### config.mk
export PLATFORM = sky130hd
export DESIGN_NAME = aft_timing
export DESIGN_NICKNAME = d
export VERILOG_FILES = /design/src/aft_pkg.sv /design/src/aft_timing.sv
export SDC_FILE = /design/constraint.sdc
export NUM_CORES = 1
export LEC_CHECK = 0
export ABC_AREA = 1
export BUFFER_PORTS_ARGS = -buffer_cell sky130_fd_sc_hd__buf_2
export CORE_ASPECT_RATIO = 1.5
export CORE_UTILIZATION = 60
export DETAILED_ROUTE_END_ITERATION = 6
export PLACE_DENSITY = 0.84
export SYNTH_ARGS = -nofsm -noshare
export SYNTH_HDL_FRONTEND = slang
export SYNTH_SLANG_ARGS = --single-unit
export TNS_END_PERCENT = 30
### constraint.sdc
create_clock -name clk -period 4.9 [get_ports clk]
set_clock_uncertainty 0.15 [all_clocks]
set_input_delay 0.735 -clock clk [delete_from_list [all_inputs] [get_ports clk]]
set_output_delay 0.735 -clock clk [all_outputs]
set_load 0.02 [all_outputs]
### src/aft_pkg.sv
// Constants, register map and types of the frame and burst timing block
package aft_pkg;
   // APB byte addresses
   localparam logic [7:0] AFT_CTRL_ADDR = 8'h20;
   localparam logic [7:0] AFT_FRAME_PERIOD_ADDR = 8'h24;
   localparam logic [7:0] AFT_BURST_SPACING_ADDR = 8'h28;
   localparam logic [7:0] AFT_FRAME_MAX_ADDR = 8'h2c;
   localparam logic [7:0] AFT_FRAME_COUNT_ADDR = 8'h30;
   localparam logic [7:0] AFT_STATUS_ADDR = 8'h38;
   localparam logic [7:0] AFT_MASK_ADDR = 8'h3c;
   // Reset values
   localparam logic [31:0] AFT_REG_RESET = 32'h0000_0000;
   // Control register fields
   localparam int AFT_SRC_LSB = 0;
   localparam int AFT_CNT_SYNC_BIT = 5;
   localparam int AFT_TMR_SYNC_BIT = 6;
   localparam int AFT_BURST_EN_BIT = 8;
   localparam int AFT_FIRST_LSB = 12;
   localparam int AFT_LAST_LSB = 16;
   localparam logic [31:0] AFT_CTRL_WMASK = 32'h000f_f16f;
   // Sample source codes
   localparam logic [3:0] AFT_SRC_LEGACY = 4'h0;
   localparam logic [3:0] AFT_SRC_TIMER = 4'h1;
   // Status and mask bit positions
   localparam int AFT_ST_FRAME = 0;
   localparam int AFT_ST_BURST = 1;
   localparam int AFT_ST_TC = 2;
   localparam int AFT_ST_W = 3;
   // Timing
   localparam int AFT_CLK_NS = 20;
   localparam int AFT_TICK_NS = 25;
   localparam int AFT_MIN_SPACING_NS = 5000;
   localparam int AFT_MIN_SPACING_TICKS =
      (AFT_MIN_SPACING_NS + AFT_TICK_NS - 1) / AFT_TICK_NS;
   // Sequencer states
   typedef enum logic [0:0] {
      AFT_SEQ_IDLE = 1'b0,
      AFT_SEQ_WAIT = 1'b1
   } aft_seq_t;
endpackage : aft_pkg

### src/aft_timing.sv
// Frame timer, burst sequencer and frame counter with an APB register file
//
// Added by the designer: the APB interface to the registers.
`timescale 1ns/10ps
module aft_timing #(
   parameter int CHAN_W = 4
) (
   // Clock and reset
   input wire logic clk,
   input wire logic resetn,
   // APB slave
   input wire logic psel,
   input wire logic penable,
   input wire logic pwrite,
   input wire logic [7:0] paddr,
   input wire logic [31:0] pwdata,
   input wire logic [3:0] pstrb,
   output logic [31:0] prdata,
   output logic pready,
   output logic pslverr,
   // Events from neighbouring units, same clock
   input wire logic trig_start,
   input wire logic ext_sample_req,
   // Sampling outputs
   output logic sample_strobe,
   output logic [CHAN_W-1:0] sample_channel,
   output logic burst_active,
   output logic frame_event,
   output logic terminal_count,
   // Interrupt
   output logic irq
);
   import aft_pkg::*;

   generate
      if (CHAN_W < 1 || CHAN_W > 4) begin : g_bad_chan_w
         $error("CHAN_W must lie between 1 and 4");
      end
   endgenerate

   // Byte-lane merge, shared by the four 32-bit configuration registers
   function automatic logic [31:0] merge_bytes(input logic [31:0] old_v,
         input logic [31:0] new_v, input logic [3:0] strb);
      logic [31:0] res;
      res = old_v;
      for (int i = 0; i < 4; i++) begin
         if (strb[i]) begin
            res[i*8 +: 8] = new_v[i*8 +: 8];
         end
      end
      return res;
   endfunction : merge_bytes

   ////////////////////////////////////////////////////////////////////////
   // Register state
   logic [31:0] ctrl_r;
   logic [31:0] frame_period_r;
   logic [31:0] burst_spacing_r;
   logic [31:0] frame_max_r;
   logic [31:0] frame_count_r;
   logic [AFT_ST_W-1:0] status_r;
   logic [AFT_ST_W-1:0] mask_r;
   logic pready_r;
   logic pslverr_r;
   logic [31:0] prdata_r;
   logic irq_r;

   logic [3:0] src_sel;
   logic cnt_sync;
   logic tmr_sync;
   logic burst_en;
   logic [CHAN_W-1:0] first_chan;
   logic [CHAN_W-1:0] last_chan;
   logic wr_en;
   logic addr_ok;

   assign src_sel = ctrl_r[AFT_SRC_LSB +: 4];
   assign cnt_sync = ctrl_r[AFT_CNT_SYNC_BIT];
   assign tmr_sync = ctrl_r[AFT_TMR_SYNC_BIT];
   assign burst_en = ctrl_r[AFT_BURST_EN_BIT];
   assign first_chan = ctrl_r[AFT_FIRST_LSB +: CHAN_W];
   assign last_chan = ctrl_r[AFT_LAST_LSB +: CHAN_W];
   // Write lands only on the edge where the access phase completes
   assign wr_en = psel && penable && pready_r && pwrite;

   // Decode of mapped addresses
   always_comb begin
      case (paddr)
         AFT_CTRL_ADDR, AFT_FRAME_PERIOD_ADDR, AFT_BURST_SPACING_ADDR,
         AFT_FRAME_MAX_ADDR, AFT_FRAME_COUNT_ADDR, AFT_STATUS_ADDR,
         AFT_MASK_ADDR: addr_ok = 1'b1;
         default: addr_ok = 1'b0;
      endcase
   end

   ////////////////////////////////////////////////////////////////////////
   // APB handshake: one wait-free access cycle, answer built in setup
   always_ff @(posedge clk) begin
      if (!resetn) begin
         pready_r <= 1'b0;
         pslverr_r <= 1'b0;
         prdata_r <= AFT_REG_RESET;
      end else begin
         pready_r <= psel && !penable && !pready_r;
         if (psel && !penable) begin
            pslverr_r <= !addr_ok;
            case (paddr)
               AFT_CTRL_ADDR: prdata_r <= ctrl_r;
               AFT_FRAME_PERIOD_ADDR: prdata_r <= frame_period_r;
               AFT_BURST_SPACING_ADDR: prdata_r <= burst_spacing_r;
               AFT_FRAME_MAX_ADDR: prdata_r <= frame_max_r;
               AFT_FRAME_COUNT_ADDR: prdata_r <= frame_count_r;
               AFT_STATUS_ADDR: prdata_r <= {29'h0, status_r};
               AFT_MASK_ADDR: prdata_r <= {29'h0, mask_r};
               default: prdata_r <= AFT_REG_RESET;
            endcase
         end else begin
            pslverr_r <= 1'b0;
         end
      end
   end

   // Software-written configuration, byte lanes honoured
   always_ff @(posedge clk) begin
      if (!resetn) begin
         ctrl_r <= AFT_REG_RESET;
         frame_period_r <= AFT_REG_RESET;
         burst_spacing_r <= AFT_REG_RESET;
         frame_max_r <= AFT_REG_RESET;
         mask_r <= '0;
      end else if (wr_en) begin
         case (paddr)
            AFT_CTRL_ADDR: ctrl_r <=
               merge_bytes(ctrl_r, pwdata, pstrb) & AFT_CTRL_WMASK;
            AFT_FRAME_PERIOD_ADDR: frame_period_r <=
               merge_bytes(frame_period_r, pwdata, pstrb);
            AFT_BURST_SPACING_ADDR: burst_spacing_r <=
               merge_bytes(burst_spacing_r, pwdata, pstrb);
            AFT_FRAME_MAX_ADDR: frame_max_r <=
               merge_bytes(frame_max_r, pwdata, pstrb);
            AFT_MASK_ADDR: if (pstrb[0]) begin
               mask_r <= pwdata[AFT_ST_W-1:0];
            end
            default: ;
         endcase
      end
   end

   ////////////////////////////////////////////////////////////////////////
   // 40 MHz tick from 50 MHz: four enables in every five clocks
   logic [5:0] tick_acc_r;
   logic [5:0] tick_sum;
   logic tick;
   assign tick_sum = tick_acc_r + 6'(AFT_CLK_NS);
   assign tick = tick_sum >= 6'(AFT_TICK_NS);

   always_ff @(posedge clk) begin
      if (!resetn) begin
         tick_acc_r <= '0;
      end else if (tick) begin
         tick_acc_r <= tick_sum - 6'(AFT_TICK_NS);
      end else begin
         tick_acc_r <= tick_sum;
      end
   end

   ////////////////////////////////////////////////////////////////////////
   // Frame timer; period is compared on every tick, so a write applies at once
   logic [31:0] frame_tmr_r;
   logic frame_evt_r;
   logic timer_src;
   assign timer_src = src_sel == AFT_SRC_TIMER;

   always_ff @(posedge clk) begin
      if (!resetn) begin
         frame_tmr_r <= '0;
         frame_evt_r <= 1'b0;
      end else if (!timer_src) begin
         frame_tmr_r <= '0;
         frame_evt_r <= 1'b0;
      end else if (trig_start && tmr_sync) begin
         frame_tmr_r <= '0;
         frame_evt_r <= 1'b1;
      end else if (tick && frame_tmr_r >= frame_period_r) begin
         frame_tmr_r <= '0;
         frame_evt_r <= 1'b1;
      end else begin
         frame_evt_r <= 1'b0;
         if (tick) begin
            frame_tmr_r <= frame_tmr_r + 32'h1;
         end
      end
   end

   ////////////////////////////////////////////////////////////////////////
   // Burst request latch; a request in the start cycle is kept
   logic req;
   logic pend_r;
   logic start;
   assign req = timer_src ? frame_evt_r : ext_sample_req;

   always_ff @(posedge clk) begin
      if (!resetn) begin
         pend_r <= 1'b0;
      end else begin
         pend_r <= req || (pend_r && !start);
      end
   end

   ////////////////////////////////////////////////////////////////////////
   // Spacing limit in ticks; legacy ignores the burst value
   logic [32:0] spc_limit;
   always_comb begin
      if (src_sel == AFT_SRC_LEGACY) begin
         spc_limit = 33'(AFT_MIN_SPACING_TICKS);
      end else begin
         spc_limit = {1'b0, burst_spacing_r}
            + 33'(AFT_MIN_SPACING_TICKS);
      end
   end

   // Sequencer: one sample at start, then one per elapsed spacing until last_chan; the final spacing ends the burst
   aft_seq_t seq_r;
   logic [32:0] spc_cnt_r;
   logic [CHAN_W-1:0] chan_r;
   logic strobe_r;
   logic burst_done_r;
   logic spc_done;
   logic next_chan;
   logic count_step;

   assign spc_done = tick && (spc_cnt_r + 33'h1 >= spc_limit);
   assign next_chan = burst_en && chan_r < last_chan;
   assign start = pend_r && (seq_r == AFT_SEQ_IDLE ||
      (spc_done && !next_chan));

   always_ff @(posedge clk) begin
      if (!resetn) begin
         seq_r <= AFT_SEQ_IDLE;
         spc_cnt_r <= '0;
         chan_r <= '0;
         strobe_r <= 1'b0;
         burst_done_r <= 1'b0;
      end else begin
         strobe_r <= 1'b0;
         burst_done_r <= 1'b0;
         case (seq_r)
            AFT_SEQ_IDLE: begin
               if (start) begin
                  seq_r <= AFT_SEQ_WAIT;
                  chan_r <= first_chan;
                  strobe_r <= 1'b1;
                  spc_cnt_r <= '0;
               end
            end
            AFT_SEQ_WAIT: begin
               if (spc_done) begin
                  spc_cnt_r <= '0;
                  if (next_chan) begin
                     chan_r <= chan_r + 1'b1;
                     strobe_r <= 1'b1;
                  end else begin
                     burst_done_r <= 1'b1;
                     if (start) begin
                        chan_r <= first_chan;
                        strobe_r <= 1'b1;
                     end else begin
                        seq_r <= AFT_SEQ_IDLE;
                     end
                  end
               end else if (tick) begin
                  spc_cnt_r <= spc_cnt_r + 33'h1;
               end
            end
            default: seq_r <= AFT_SEQ_IDLE;
         endcase
      end
   end

   ////////////////////////////////////////////////////////////////////////
   // Frame counter and terminal count
   logic tc_r;
   assign count_step = burst_en ? start
      : (start || (spc_done && next_chan));

   always_ff @(posedge clk) begin
      if (!resetn) begin
         frame_count_r <= '0;
         tc_r <= 1'b0;
      end else if (trig_start && cnt_sync) begin
         frame_count_r <= '0;
         tc_r <= 1'b0;
      end else if (count_step) begin
         frame_count_r <= frame_count_r + 32'h1;
         tc_r <= frame_count_r + 32'h1 == frame_max_r;
      end else begin
         tc_r <= 1'b0;
      end
   end

   ////////////////////////////////////////////////////////////////////////
   // Sticky status, write one to clear; a new event beats the clear
   logic [AFT_ST_W-1:0] st_set;
   logic [AFT_ST_W-1:0] st_clr;
   always_comb begin
      st_set = '0;
      st_set[AFT_ST_FRAME] = frame_evt_r;
      st_set[AFT_ST_BURST] = burst_done_r;
      st_set[AFT_ST_TC] = tc_r;
      st_clr = '0;
      if (wr_en && paddr == AFT_STATUS_ADDR && pstrb[0]) begin
         st_clr = pwdata[AFT_ST_W-1:0];
      end
   end

   always_ff @(posedge clk) begin
      if (!resetn) begin
         status_r <= '0;
         irq_r <= 1'b0;
      end else begin
         status_r <= (status_r & ~st_clr) | st_set;
         irq_r <= |(((status_r & ~st_clr) | st_set) & mask_r);
      end
   end

   // Outputs straight from flops
   assign prdata = prdata_r;
   assign pready = pready_r;
   assign pslverr = pslverr_r;
   assign sample_strobe = strobe_r;
   assign sample_channel = chan_r;
   assign burst_active = seq_r == AFT_SEQ_WAIT;
   assign frame_event = frame_evt_r;
   assign terminal_count = tc_r;
   assign irq = irq_r;
endmodule : aft_timing

==> results.txt <==
Status: finished clean
GR Overflow Total: 0
Layout area overhead: 10.54%
Clk_lat worst skew: 570 ps
Vias per cell: 5.860
Post-DP Area: 0.01625 sq mm
Reg2Reg Depth: 30
Final Max Tran Viols: 0
Gr usage total: 0.3617
Hold Path Sink: frame_max_r[31]
WP buf/inv: 4
WP data required: 5230 ps
Synth top area share: 0.3397
Worst Max-Slew Pin Slew: 1222 ps
Most used cell along the critical path: nand2_1
Die Ht: 199.6 microns
Cell Area, Synth: 0.01562 sq mm
WS Path Type: flop to flop
CTS tree: done
Drt first pass iters: 5
Slew headroom: 0.1832
Vias: 15905
Initial DRC Count: 1392
Pin count of the biggest net entering global routing: 123
Overall power: 5.278 mW
Combinational power share: 0.119
CTS sink count: 265
CTS root buffer: clkbuf_16
Filler cell count: 2285
Core area: 0.02567 sq mm
Hold path cells: 3
Sw Share: 0.2802
Hold Crit Class: input port to flop
Vias in the first global route: 14847
H-tree depth: 1
Tmin final: 4419 ps
Post-Route WL: 48530 microns
Design area: 0.01726 sq mm
First-pass GRT wire length: 75870 microns
FP Rows: 72
Die Wd: 133.7 microns
P_sw: 1.479 mW
Syn Inst Count: 2305
Initial Utilization: 0.6082
Syn Area/Cell: 6.775 sq um
Setup crit end kind: flop
Post-DP HPWL: 36120 microns
Crit-path slowest cell: nor2_2
Clock buffer depth: 3
Clock Pin Slew Worst Setup and Hold Paths: 70 ps
Synth area leader: dfxtp_1
Hold buffers post-CTS: 0
Area occupied by multi-input gates: 0.008848 sq mm
CTS resizes: 0
Critical path data arrival time: 4750 ps
Critical R2R Launch: burst_spacing_r[4]
FMAX: 0.2263 GHz
Fin Setup TNS: 0 ps
Initial antenna violation count: 3
Largest cells by area after synthesis: dfxtp_1 (34%), nand2_1 (11%), a21oi_1 (8.5%), inv_1 (6.8%), o21ai_0 (6.6%)
Die area: 0.02669 sq mm
RePlAce Congestion: 0.9831
RSZ-0062 raised after global routing: false
I/O pin count: 94
IR drop worst, VDD: 0.0005988 V
Routed len/inst: 17.88 microns
DRT antenna net count: 0
Period utilisation layout: 0.9019
Worst path max stage delay: 650 ps
Final setup fails: 0
Critical Path Fanout Max: 16
DRC errors left: 0
Yosys reg bits: 265
Synth warn: 0
Register area share after synthesis: 0.3397
CP top delay family: simple AND/OR/NAND/NOR gates
CTS Buf Count: 27
Final-report hold violation count: 0
Share of cells above drive strength 1: 0.09664
Worst setup SP type: flop
Hold Path Origin: pwdata[31]
Max-Cap Viols: 0
Clk pwr share: 0.450
Critical R2R Capture: spc_cnt_r[14]
IO buf count: 93
Synth cell types: 56
Synthesized net count: 2434
Final nets: 2489
Internal Pwr Total: 3.799 mW
Pleak: 6.941 nW
Postcts setup bufs: 0
Worst reg2reg setup slack: 480 ps
Pwr/cell area: 305.7 mW/mm^2
Sequential standard cell area: 0.005305 sq mm
Part of the power in registers: 0.431
-- cell type report --
type                    count  share of cell area
diodes                      1           0.0001450
clock buffers              30             0.04095
clock inverters            19             0.01747
inverters                 298             0.06480
multi-input cells        1662              0.5126
flip-flops and latches    265              0.3073
well taps                 333             0.02414
repair buffers            106             0.03262
-- power by group through the flow --
stage               clock network (mW)  registers [mW]  logic, mW
detailed placement                   0            2.32      0.617
global route                      2.47            2.28      0.703
floorplan                            0            2.30      0.489
CTS                               2.39            2.27      0.621
finish                            2.38            2.27      0.628
global placement                     0            2.32      0.598
-- logic make-up (layout without fill, tap and decap cells) --
group,Yosys count,in the layout,synth area share
simple gates,946,947,0.2666
compound gates,566,566,0.1940
buf+inv,379,453,0.09422
flops,265,265,0.3397
fa+ha+maj,78,78,0.06250
xor+xnor,71,71,0.04303
other cells,0,1,0
-- cells in the mapped netlist (all sizes together) --
master	number
o211a	1
nand4	39
o2111ai	1
nand2	478
a311oi	1
o22ai	47
xnor3	2
o21bai	2
a21boi	1
a31oi	1
nand3	122
nand3b	4
nor4	11
and3	1
xor2	47
buf	24
or2	6
o221ai	8
a21o	3
ha	78
inv	294
xnor2	22
clkinv	4
o21a	2
nor3b	1
a21oi	268
o21ai	213
o31ai	8
o311ai	1
a32o	2
o211ai	7
nor3	43
clkbuf	57
dfxtp	265
nor2	238
or3	3
-- worst max path at each step --
stage,from,endpoint,cells after the start
after floorplan,burst_spacing_r[3],frame_count_r[16],32
after global placement,burst_spacing_r[3],spc_cnt_r[32],30
after detailed placement,burst_spacing_r[4],spc_cnt_r[30],30
after CTS,burst_spacing_r[5],frame_count_r[28],26
after global routing,burst_spacing_r[5],frame_count_r[25],26
final,burst_spacing_r[4],spc_cnt_r[14],30
-- worst register-to-register path: cells and delay by family (launching register included) --
| family | cells | cell delay (ps) |
|---|---|---|
| AO/OA/AOI/OAI | 2 | 270 |
| adder cells (fa/ha/maj) | 2 | 470 |
| buffers and inverters | 4 | 240 |
| flip-flops | 1 | 360 |
| AND/OR/NAND/NOR | 22 | 2850 |
-- metal layers --
layer | vias to the layer above | GRT usage | part of all wire
li1 | 7755 | - | -
met1 | 7339 | 0.4077 | 0.39
met2 | 639 | 0.6331 | 0.48
met3 | 168 | 0.05936 | 0.067
met4 | 4 | 0.2252 | 0.062
met5 | - | 0 | 0.00049
-- layout by cell type (no fill, tap or decap), types with 46 or more instances in the layout --
cell / n
xor2_1: 46
o21ai_0: 207
nor2_1: 215
dfxtp_1: 265
a21oi_1: 265
nand3_1: 116
buf_2: 93
nand2_1: 466
inv_1: 284
o22ai_1: 47
ha_1: 78
-- flip-flops by register name, summed over array words and instances, names as in the netlist --
name / count
sample_channel: 4
tick_acc_r: 6
prdata: 32
pslverr: 1
frame_event: 1
ctrl_r: 15
mask_r: 3
pready: 1
irq: 1
terminal_count: 1
burst_active: 1
status_r: 3
frame_max_r: 32
spc_cnt_r: 33
frame_tmr_r: 32
burst_spacing_r: 32
frame_period_r: 32
pend_r: 1
sample_strobe: 1
frame_count_r: 32
burst_done_r: 1
-- per-stage QoR --
step / worst slack [ps] / util / hold slack, ps / instances
6_report: 480.6 / 0.6724 / 313.5 / 2714
5_1_grt: 7.971 / 0.6723 / 327.0 / 2713
4_1_cts: 622.5 / 0.6720 / 295.3 / 2712
3_5_place_dp: 659.5 / 0.6327 / 304.8 / 2663
3_3_place_gp: 776.2 / 0.6327 / 299.3 / 2663
2_1_floorplan: 1388 / - / 273.9 / 2305
No activity file was read; power rests on OpenSTA's default activity.
